--- src/csf_pkg.sv ---
package csf_pkg;
    // =========================================================
    // register map (apb byte addresses)
    localparam logic [7:0] CSF_ADDR_FLAGS    = 8'h00;
    localparam logic [7:0] CSF_ADDR_OPERAND  = 8'h04;
    localparam logic [7:0] CSF_ADDR_RESULT   = 8'h08;
    // =========================================================
    // field positions of the status register
    localparam int CSF_BIT_CARRY  = 0;
    localparam int CSF_BIT_NIBBLE = 1;
    localparam int CSF_BIT_ZERO   = 2;
    localparam int CSF_BIT_PWRDN  = 3;
    localparam int CSF_BIT_WDEXP  = 4;
    localparam int CSF_BIT_BANK   = 5;
    localparam int CSF_BIT_RSVH   = 6;
    localparam int CSF_BIT_RSVI   = 7;
    // power-on value: expiry and powerdown set, rest zero
    localparam logic [7:0] CSF_FLAGS_RESET   = 8'h18;
    // writable by ordinary moves: bank bit and two reserved bits
    localparam logic [7:0] CSF_WR_MASK       = 8'hE0;
    localparam logic [7:0] CSF_ARITH_MASK    = 8'h07;
    localparam logic [7:0] CSF_LOWER_BANK    = 8'h00;
    localparam logic [7:0] CSF_UPPER_BANK    = 8'h80;
    // =========================================================
    // operations of the datapath
    typedef enum logic [3:0] {
        CSF_OP_MOVE   = 4'h0,
        CSF_OP_ADD    = 4'h1,
        CSF_OP_SUB    = 4'h2,
        CSF_OP_AND    = 4'h3,
        CSF_OP_OR     = 4'h4,
        CSF_OP_XOR    = 4'h5,
        CSF_OP_CLEAR  = 4'h6,
        CSF_OP_RRIGHT = 4'h7,
        CSF_OP_RLEFT  = 4'h8,
        CSF_OP_SWAP   = 4'h9,
        CSF_OP_BCLR   = 4'hA,
        CSF_OP_BSET   = 4'hB
    } csf_op_t;
endpackage : csf_pkg

--- src/csf_alu.sv ---
`timescale 1ns/1ps
`default_nettype none
module csf_alu
    import csf_pkg::*;
(
    input  wire logic [3:0] op_in,
    input  wire logic [7:0] a_in,
    input  wire logic [7:0] b_in,
    input  wire logic [2:0] bit_in,
    input  wire logic       carry_in,
    output logic [7:0]      result_out,
    output logic            carry_out,
    output logic            nibble_out,
    output logic            touch_z_out,
    output logic            touch_c_out,
    output logic            touch_dc_out
);
    logic [8:0] sum;
    logic [4:0] low;
    logic [7:0] addend;
    always_comb begin
        // subtract adds the two's complement, so carry reads as not-borrow
        addend = (op_in == CSF_OP_SUB) ? ~b_in : b_in;
        sum    = {1'b0, a_in} + {1'b0, addend} + {8'h00, op_in == CSF_OP_SUB};
        low    = {1'b0, a_in[3:0]} + {1'b0, addend[3:0]} + {4'h0, op_in == CSF_OP_SUB};
        result_out   = a_in;
        carry_out    = carry_in;
        nibble_out   = low[4];
        touch_z_out  = 1'b0;
        touch_c_out  = 1'b0;
        touch_dc_out = 1'b0;
        unique case (op_in)
            CSF_OP_ADD, CSF_OP_SUB: begin
                result_out   = sum[7:0];
                carry_out    = sum[8];
                touch_z_out  = 1'b1;
                touch_c_out  = 1'b1;
                touch_dc_out = 1'b1;
            end
            CSF_OP_AND:   begin result_out = a_in & b_in; touch_z_out = 1'b1; end
            CSF_OP_OR:    begin result_out = a_in | b_in; touch_z_out = 1'b1; end
            CSF_OP_XOR:   begin result_out = a_in ^ b_in; touch_z_out = 1'b1; end
            CSF_OP_CLEAR: begin result_out = 8'h00; touch_z_out = 1'b1; end
            CSF_OP_RRIGHT: begin
                result_out  = {carry_in, a_in[7:1]};
                carry_out   = a_in[0];
                touch_c_out = 1'b1;
            end
            CSF_OP_RLEFT: begin
                result_out  = {a_in[6:0], carry_in};
                carry_out   = a_in[7];
                touch_c_out = 1'b1;
            end
            CSF_OP_SWAP: result_out = {a_in[3:0], a_in[7:4]};
            CSF_OP_BCLR: result_out = a_in & ~(8'h01 << bit_in);
            CSF_OP_BSET: result_out = a_in | (8'h01 << bit_in);
            default:     result_out = b_in;
        endcase
    end
endmodule : csf_alu
`default_nettype wire

--- src/csf_core_flags.sv ---
`timescale 1ns/1ps
`default_nettype none
module csf_core_flags
    import csf_pkg::*;
(
    input  wire logic        clk_in,
    input  wire logic        nrst_in,
    input  wire logic        psel_in,
    input  wire logic        penable_in,
    input  wire logic        pwrite_in,
    input  wire logic [7:0]  paddr_in,
    input  wire logic [31:0] pwdata_in,
    output logic [31:0]      prdata_out,
    output logic             pready_out,
    output logic             pslverr_out,
    input  wire logic        exec_valid_in,
    input  wire logic [3:0]  exec_op_in,
    input  wire logic [7:0]  exec_file_in,
    input  wire logic [7:0]  exec_w_in,
    input  wire logic [2:0]  exec_bit_in,
    input  wire logic        exec_to_status_in,
    input  wire logic        watchdog_clear_instr_in,
    input  wire logic        sleep_instr_in,
    input  wire logic        watchdog_timeout_in,
    output logic [7:0]       exec_result_out,
    output logic [7:0]       bank_base_out,
    output logic [7:0]       flags_out
);
    import csf_pkg::*;

    // =========================================================
    // pin synchronisers for the watchdog side
    logic [1:0] wd_sync_reg, wd_sync_next;
    logic [1:0] sl_sync_reg, sl_sync_next;
    logic [1:0] to_sync_reg, to_sync_next;
    always_comb begin
        wd_sync_next = {wd_sync_reg[0], watchdog_clear_instr_in};
        sl_sync_next = {sl_sync_reg[0], sleep_instr_in};
        to_sync_next = {to_sync_reg[0], watchdog_timeout_in};
    end
    always_ff @(posedge clk_in or negedge nrst_in) begin
        if (!nrst_in) begin
            wd_sync_reg <= 2'h0;
            sl_sync_reg <= 2'h0;
            to_sync_reg <= 2'h0;
        end else begin
            wd_sync_reg <= wd_sync_next;
            sl_sync_reg <= sl_sync_next;
            to_sync_reg <= to_sync_next;
        end
    end
    logic wd_clr, sleep_ev, tmo_ev;
    assign wd_clr   = wd_sync_reg[1];
    assign sleep_ev = sl_sync_reg[1];
    assign tmo_ev   = to_sync_reg[1];

    // =========================================================
    // datapath
    logic [7:0] alu_res;
    logic       alu_c, alu_dc, t_z, t_c, t_dc;
    logic [7:0] flags_reg, flags_next;
    csf_alu u_alu (
        .op_in        (exec_op_in),
        .a_in         (exec_file_in),
        .b_in         (exec_w_in),
        .bit_in       (exec_bit_in),
        .carry_in     (flags_reg[CSF_BIT_CARRY]),
        .result_out   (alu_res),
        .carry_out    (alu_c),
        .nibble_out   (alu_dc),
        .touch_z_out  (t_z),
        .touch_c_out  (t_c),
        .touch_dc_out (t_dc)
    );

    // =========================================================
    // apb slave, zero wait states
    logic        apb_wr, apb_rd;
    logic [7:0]  oper_reg, oper_next;
    logic [7:0]  res_reg, res_next;
    logic [31:0] rdata_reg, rdata_next;
    logic        err_reg, err_next;
    logic        bad_addr;
    always_comb begin
        apb_wr   = psel_in && penable_in && pwrite_in;
        apb_rd   = psel_in && !penable_in && !pwrite_in;
        bad_addr = !(paddr_in == CSF_ADDR_FLAGS || paddr_in == CSF_ADDR_OPERAND
                     || paddr_in == CSF_ADDR_RESULT);
        oper_next = oper_reg;
        if (apb_wr && paddr_in == CSF_ADDR_OPERAND) begin
            oper_next = pwdata_in[7:0];
        end
        res_next = exec_valid_in ? alu_res : res_reg;
        rdata_next = rdata_reg;
        if (apb_rd) begin
            unique case (1'b1)
                paddr_in == CSF_ADDR_FLAGS:   rdata_next = {24'h000000, flags_reg};
                paddr_in == CSF_ADDR_OPERAND: rdata_next = {24'h000000, oper_reg};
                paddr_in == CSF_ADDR_RESULT:  rdata_next = {24'h000000, res_reg};
                default:                      rdata_next = 32'h00000000;
            endcase
        end
        err_next = psel_in && !penable_in && bad_addr;
    end

    // =========================================================
    // status register next value
    logic [7:0] wr_val;
    logic       wr_en;
    always_comb begin
        flags_next = flags_reg;
        wr_en  = 1'b0;
        wr_val = 8'h00;
        // software writes act as a move to the status register
        if (apb_wr && paddr_in == CSF_ADDR_FLAGS) begin
            wr_en  = 1'b1;
            wr_val = pwdata_in[7:0];
        end else if (exec_valid_in && exec_to_status_in) begin
            wr_en  = 1'b1;
            wr_val = alu_res;
        end
        if (wr_en) begin
            // expiry and powerdown never come from the written value
            flags_next = (flags_next & ~CSF_WR_MASK) | (wr_val & CSF_WR_MASK);
            // only a bus write to status itself may override the flag-write block
            if (!(exec_valid_in && (t_z || t_c || t_dc)) || (apb_wr && paddr_in == CSF_ADDR_FLAGS)) begin
                flags_next[2:0] = wr_val[2:0];
            end
        end
        // computed flags override the write in the same instruction
        if (exec_valid_in && !(apb_wr && paddr_in == CSF_ADDR_FLAGS)) begin
            if (t_z) flags_next[CSF_BIT_ZERO] = (alu_res == 8'h00);
            if (t_c) flags_next[CSF_BIT_CARRY] = alu_c;
            if (t_dc) flags_next[CSF_BIT_NIBBLE] = alu_dc;
        end
        // hardware events; set wins over time-out clear
        if (tmo_ev) flags_next[CSF_BIT_WDEXP] = 1'b0;
        if (sleep_ev) begin
            flags_next[CSF_BIT_WDEXP] = 1'b1;
            flags_next[CSF_BIT_PWRDN] = 1'b0;
        end
        if (wd_clr) begin
            flags_next[CSF_BIT_WDEXP] = 1'b1;
            flags_next[CSF_BIT_PWRDN] = 1'b1;
        end
    end

    // =========================================================
    // registers
    always_ff @(posedge clk_in or negedge nrst_in) begin
        if (!nrst_in) begin
            flags_reg       <= CSF_FLAGS_RESET;
            oper_reg        <= 8'h00;
            res_reg         <= 8'h00;
            rdata_reg       <= 32'h00000000;
            err_reg         <= 1'b0;
            exec_result_out <= 8'h00;
            bank_base_out   <= CSF_LOWER_BANK;
            flags_out       <= CSF_FLAGS_RESET;
        end else begin
            flags_reg       <= flags_next;
            oper_reg        <= oper_next;
            res_reg         <= res_next;
            rdata_reg       <= rdata_next;
            err_reg         <= err_next;
            exec_result_out <= res_next;
            bank_base_out   <= flags_next[CSF_BIT_BANK] ? CSF_UPPER_BANK : CSF_LOWER_BANK;
            flags_out       <= flags_next;
        end
    end
    assign prdata_out  = rdata_reg;
    assign pslverr_out = err_reg;
    assign pready_out  = 1'b1;

    // =========================================================
    // checks
    wdclr_sets_a: assert property (@(posedge clk_in) disable iff (!nrst_in)
        wd_clr |=> flags_reg[CSF_BIT_WDEXP] && flags_reg[CSF_BIT_PWRDN])
        else $error("watchdog clear did not set expiry and powerdown");
    sleep_flags_a: assert property (@(posedge clk_in) disable iff (!nrst_in)
        sleep_ev && !wd_clr |=> flags_reg[CSF_BIT_WDEXP] && !flags_reg[CSF_BIT_PWRDN])
        else $error("sleep flags wrong");
    timeout_clear_a: assert property (@(posedge clk_in) disable iff (!nrst_in)
        tmo_ev && !sleep_ev && !wd_clr |=> !flags_reg[CSF_BIT_WDEXP])
        else $error("time-out did not clear expiry");
    hw_only_a: assert property (@(posedge clk_in) disable iff (!nrst_in)
        !tmo_ev && !sleep_ev && !wd_clr |=> $stable(flags_reg[4:3]))
        else $error("expiry or powerdown changed by write");
    zero_flag_a: assert property (@(posedge clk_in) disable iff (!nrst_in)
        exec_valid_in && t_z && !(apb_wr && paddr_in == CSF_ADDR_FLAGS)
        |=> flags_reg[CSF_BIT_ZERO] == ($past(alu_res) == 8'h00))
        else $error("zero flag wrong");
    add_carry_a: assert property (@(posedge clk_in) disable iff (!nrst_in)
        exec_valid_in && exec_op_in == CSF_OP_ADD && !(apb_wr && paddr_in == CSF_ADDR_FLAGS)
        |=> flags_reg[CSF_BIT_CARRY] == $past(({1'b0, exec_file_in} + {1'b0, exec_w_in}) > 9'h0FF))
        else $error("add carry wrong");
    sub_borrow_a: assert property (@(posedge clk_in) disable iff (!nrst_in)
        exec_valid_in && exec_op_in == CSF_OP_SUB && !(apb_wr && paddr_in == CSF_ADDR_FLAGS)
        |=> flags_reg[CSF_BIT_CARRY] == $past(exec_w_in <= exec_file_in)
            && flags_reg[CSF_BIT_NIBBLE] == $past(exec_w_in[3:0] <= exec_file_in[3:0]))
        else $error("subtract borrow wrong");
    rotate_carry_a: assert property (@(posedge clk_in) disable iff (!nrst_in)
        exec_valid_in && exec_op_in == CSF_OP_RRIGHT && !(apb_wr && paddr_in == CSF_ADDR_FLAGS)
        |=> flags_reg[CSF_BIT_CARRY] == $past(exec_file_in[0]))
        else $error("rotate carry wrong");
    bank_out_a: assert property (@(posedge clk_in) disable iff (!nrst_in)
        bank_base_out == (flags_reg[CSF_BIT_BANK] ? CSF_UPPER_BANK : CSF_LOWER_BANK))
        else $error("bank base mismatch");
endmodule : csf_core_flags
`default_nettype wire

--- config.mk ---
export PLATFORM = sky130hd
export DESIGN_NAME = csf_core_flags
export DESIGN_NICKNAME = d
export VERILOG_FILES = /design/src/csf_pkg.sv /design/src/csf_alu.sv /design/src/csf_core_flags.sv
export SDC_FILE = /design/constraint.sdc
export NUM_CORES = 1
export LEC_CHECK = 0
export BUFFER_PORTS_ARGS = -buffer_cell sky130_fd_sc_hd__clkbuf_2
export CAP_MARGIN = 20
export CORE_UTILIZATION = 30
export DETAILED_ROUTE_END_ITERATION = 7
export GPL_ROUTABILITY_DRIVEN = 0
export REMOVE_ABC_BUFFERS = 1
export SYNTH_ARGS = -nofsm -noshare
export SYNTH_HDL_FRONTEND = slang
export SYNTH_SLANG_ARGS = --single-unit
--- constraint.sdc ---
create_clock -name clk_in -period 6.2 [get_ports clk_in]
set_clock_uncertainty 0.15 [all_clocks]
set_input_delay 1.24 -clock clk_in [delete_from_list [all_inputs] [get_ports clk_in]]
set_output_delay 1.24 -clock clk_in [all_outputs]
set_load 0.01 [all_outputs]
# After elaboration in Yosys (flattened, before gate mapping)
# Cells that the tools add are included.
# totals
register_bits	71
in_bits	73
output_inout_bits	58
word_cells	88
# op_classes
n_addsub	4
n_eq_ne	14
shift	1
n_mux	21
n_bitwise	8
n_reduce_logical	27
# op_table
op	count
$pmux W8 S10	1
$mux W8	4
$pmux W8 S3	1
$and A8 B8 Y8	2
$eq A4 B3 Y1 const B	4
$eq A4 B4 Y1 const B	4
$logic_not A8 Y1	2
$not A8 Y8	2
$or A8 B8 Y8	2
$logic_and A1 B1 Y1	10
$add A8 B8 Y9	1
$add A9 B1 Y9	1
$mux W1	9
$eq A4 B2 Y1 const B	2
$eq A8 B3 Y1 const B	1
$eq A8 B4 Y1 const B	1
$or A5 B8 Y8	1
$shl A1 B3 Y8 const A	1
$xor A8 B8 Y8	1
$mux W3	2
$mux W6	1
$reduce_or A6 Y1	1
$add A4 B4 Y5	1
$add A5 B1 Y5	1
other kinds (10)	19

# Depth between registers and ports, before layout
# depth
depth_word	13
ltp_mapped	12
mapped_depth_nobuf	10

# Hierarchy
# Synthesis repeated with hierarchy kept, for this count alone.
# hier_totals
hier_cells	413
hier_area_um2	3549.7
# modules_own_cells
mod	instances	cells_each	area_per_inst_um2
csf_core_flags	1	177	2037.0
csf_alu	1	236	1512.7

# Least setup slack after synthesis
# Ideal clock, no wire load.
# synth_path
kind	in2reg
start	input port exec_op_in[3]
end	register flags_reg[2]
setup_ns	0.094
arrival_time_ns	4.242
required_ns	5.956
setup_slack_ns	1.714
stages	12
path_buffers	2
path_cell_list	buf_6 -> or4b_1 -> buf_4 -> xnor2_1 -> fa_1 -> xnor2_1 -> o21ai_0 -> a22o_1 -> o32a_1 -> a2111o_1 -> or4_1 -> a211oi_1
# synth_via
elab_chain_cells	12
word_cells_on_any_way	33
# synth_rtl
element	line_no	rtl
start, declared	csf_core_flags.sv:17	input wire logic [3:0] exec_op_in,
branches (longest 11 deep; another with $add A8 B8 Y9)	-	
$mux W3 *	csf_core_flags.sv:131	if (exec_valid_in && !(apb_wr && paddr_in == CSF_ADDR_FLAGS)) begin
net flags_next[2]	csf_core_flags.sv:61	logic [7:0] flags_reg, flags_next;
end signal, assigned	csf_core_flags.sv:161	flags_reg <= flags_next;
end, declared	csf_core_flags.sv:61	
# Mark *: on every way through the listed nets, which the timed path passes. The select of a mux whose other input is x is not followed.
# A chain may end at the register's enable or synchronous reset.

# Final worst setup path
# layout_path
start	input port exec_op_in[0]
end	register flags_reg[2]
# Same word-level chain as after synthesis.

==> reports/qor.yml <==
final-setup-viol-count: 0
setup-tns-final_ns: 0
antenna_found_initial: 0
ios: 131
maxCapViolCount: 0
cts.sinks: 39
ys_warn_count: 0
clkTransAtPathRegs_ns: 0.06
die_h_um: 109.9
final_antenna_net_count: 0
critPathMaxStageDelay_ns: 0.80
maxSlewViolCount: 0
synth_common_cells: "dfrtp_1 (37), buf_4 (35), nand2_1 (32), nor2_1 (31), a21oi_1 (24)"
viasPerCell: 5.378
grt-ovfl-total: 0
drive_gt1_frac: 0.2426
cts-resized-gates: 0
grt_util_all_layers: 0.1570
syn-cell-area_sq_um: 3493
fin_ws_ns: 1.454
core.rowCount: 39
crit_required_ns: 6.23
p_leak_nw: 1.858
ys_top_cells_by_area: "dfrtp_1 (27%), buf_4 (7.5%), mux2_2 (4.8%)"
fin_crit_ns: 4.746
io_buffers: 74
synth-edff-count: 0
cts_root_buf: "clkbuf_16"
min_path_type: "reg2reg"
cp.arrival_ns: 4.78
fmax_mhz: 210.7
synth_top_cell_area_share: 0.2650
synthArstFlopShare: 1.000
critical_path_buf_inv_count: 1
cts_made_buffers: 5
synth_top_area_cell: "dfrtp_1"
crit_start: "exec_op_in[0]"
r2r_start: "flags_reg[0]"
synth_most_common_cell: "dfrtp_1"
power_density_nw_per_um2: 211.4
ys_ff_latch: 39
area_delta_synth_final_pct: 13.83
path_cells: "clkbuf_2 -> or4b_1 -> xnor2_1 -> fa_1 -> xnor2_1 -> o21ai_0 -> a22o_1 -> o32a_1 -> a2111o_1 -> or4_1 -> a211oi_1"
crit_type: "in2reg"
tightest_slew_ns: 0.9341
dpl.hpwl_um: 7254
grt_pass1_wl_um: 14920
die_w_um: 109.9
path_max_fanout: 10
drc_errors: 0
htreeDepth: 2
avgSynthCellArea_sq_um: 8.418
grt_max_degree: 40
core-area_sq_um: 11370
hold_viol: 0
cts_hold_buf: 0
synth_seq_area_share: 0.2801
holdCritStartpoint: "wd_sync_reg[0]"
fin_crit_sh: 0.7654
drt-total-wl_um: 9661
nets: 551
ir_drop_uv: 132.5
synth_top_flop_cell: "dfrtp_1"
grt_pass1_vias: 2963
worstSkewPairLatency_ns: 0.28
drtIter0Drc: 227
dr.pass1.iters: 5
synth_cell_types: 65
crit_slowest_cell: "or4b_1"
relSlewSlack: 0.3772
clockBufferDepth: 2
postCtsSetupBuffers: 0
critPathCaptureType: "flip-flop"
crit_family: "compound AO/OA/AOI/OAI gates"
preCtsSetupSlack_ns: 1.185
n_antenna_cell: 0
wl_per_cell_um: 15.76
status: "complete, no violations"
worst_path_most_repeated_cell: "xnor2_1"
initial_utilization: 0.3073
via_count: 3297
rsz0062_at_grt: "no"
start_kind: "primary input"
synth_cells: 415
dieArea_sq_um: 12080
cts_tree: "built"
per-stage QoR:
step	hold slack [ns]	util	power, mW	area (sq um)	std cells
2_1_floorplan	0.1812	-	0.4372	3208	382
6_report	0.1987	0.3497	0.8406	3976	613
3_5_place_dp	0.1871	0.3344	0.5461	3802	605
4_1_cts	0.2007	0.3497	0.8437	3976	613
3_3_place_gp	0.1836	0.3344	0.5415	3802	605
5_1_grt	0.2073	0.3497	0.8844	3976	613
logic make-up (layout without fill, tap and decap cells):
family          count (synthesis)  after routing  synth area share
buf+inv                        72             97            0.1236
flops                          39             39            0.2801
mux                            26             26           0.07987
compound gates                118            118            0.2407
other cells                     2             32          0.002150
simple gates                  131            131            0.1941
fa+ha+maj                       9              9           0.03439
xor+xnor                       18             18           0.04513
power breakdown:
| group | internal, mW | total (mW) | leakage [nW] | switching, mW |
|---|---|---|---|---|
| clock | 0.200 | 0.295 | 0.0868 | 0.0956 |
| combinational | 0.0981 | 0.246 | 1.28 | 0.148 |
| sequential | 0.278 | 0.299 | 0.495 | 0.0211 |
| total | 0.576 | 0.841 | 1.86 | 0.264 |
placed cells by master, fill, tap and decap left out, types with 3 or more instances in the layout:
cell type and instances:
nor2b_1 8, o211ai_1 3, a21oi_1 24, o21ai_0 18, a211oi_1 3, or2_2 4, a21o_1 11, dfrtp_1 37
a2111oi_0 3, clkbuf_2 74, o21a_1 4, a22oi_1 4, and3_1 8, xor2_1 7, o2111ai_1 3, mux2i_1 11
a22o_1 6, xnor2_1 11, a21boi_0 3, conb_1 32, nand4_1 5, nand2_1 32, nor2_1 31, nor4_1 3
inv_1 9, nand3_1 8, nor3b_1 4, a221oi_1 3, ha_1 8, a221o_1 3, o31ai_1 11, buf_4 6
a41oi_1 4, mux2_2 15, nor3_1 10, clkbuf_16 5
worst register-to-register path: cells and delay by family, from the launching register on:
kind / cells / cell delay [ns]
AO/OA/AOI/OAI: 5 / 1.16
AND/OR/NAND/NOR: 2 / 0.54
flip-flops: 1 / 0.45
routing by layer:
| layer | vias to the layer above | track usage | part of all wire |
|---|---|---|---|
| li1 | 1561 | - | - |
| met5 | - | 0 | 0 |
| met1 | 1582 | 0.2102 | 0.44 |
| met2 | 134 | 0.2585 | 0.48 |
| met4 | 0 | 0.04762 | 0.021 |
| met3 | 20 | 0.02430 | 0.066 |
area by class of cell:
type / count / area (sq um)
fill: 1186 / 7393
clock inverter: 2 / 35.03
sequential: 39 / 978.4
timing repair buffer: 80 / 415.4
inverter: 9 / 33.78
tap: 143 / 178.9
clock buffer: 6 / 138.9
multi-input combinational: 334 / 2196
worst paths after layout:
| kind | to | slack (ns) | cells after the start |
|---|---|---|---|
| min in group asynchronous | prdata_out[4] | 0.94 | 1 |
| min reg2reg | wd_sync_reg[1] | 0.20 | 0 |
| max in group asynchronous | bank_base_out[7] | 4.38 | 1 |
| max | flags_reg[2] | 1.45 | 11 |
| min | wd_sync_reg[1] | 0.20 | 0 |
| max reg2reg | flags_reg[2] | 3.80 | 7 |
Power figures use the tool's default switching activity.
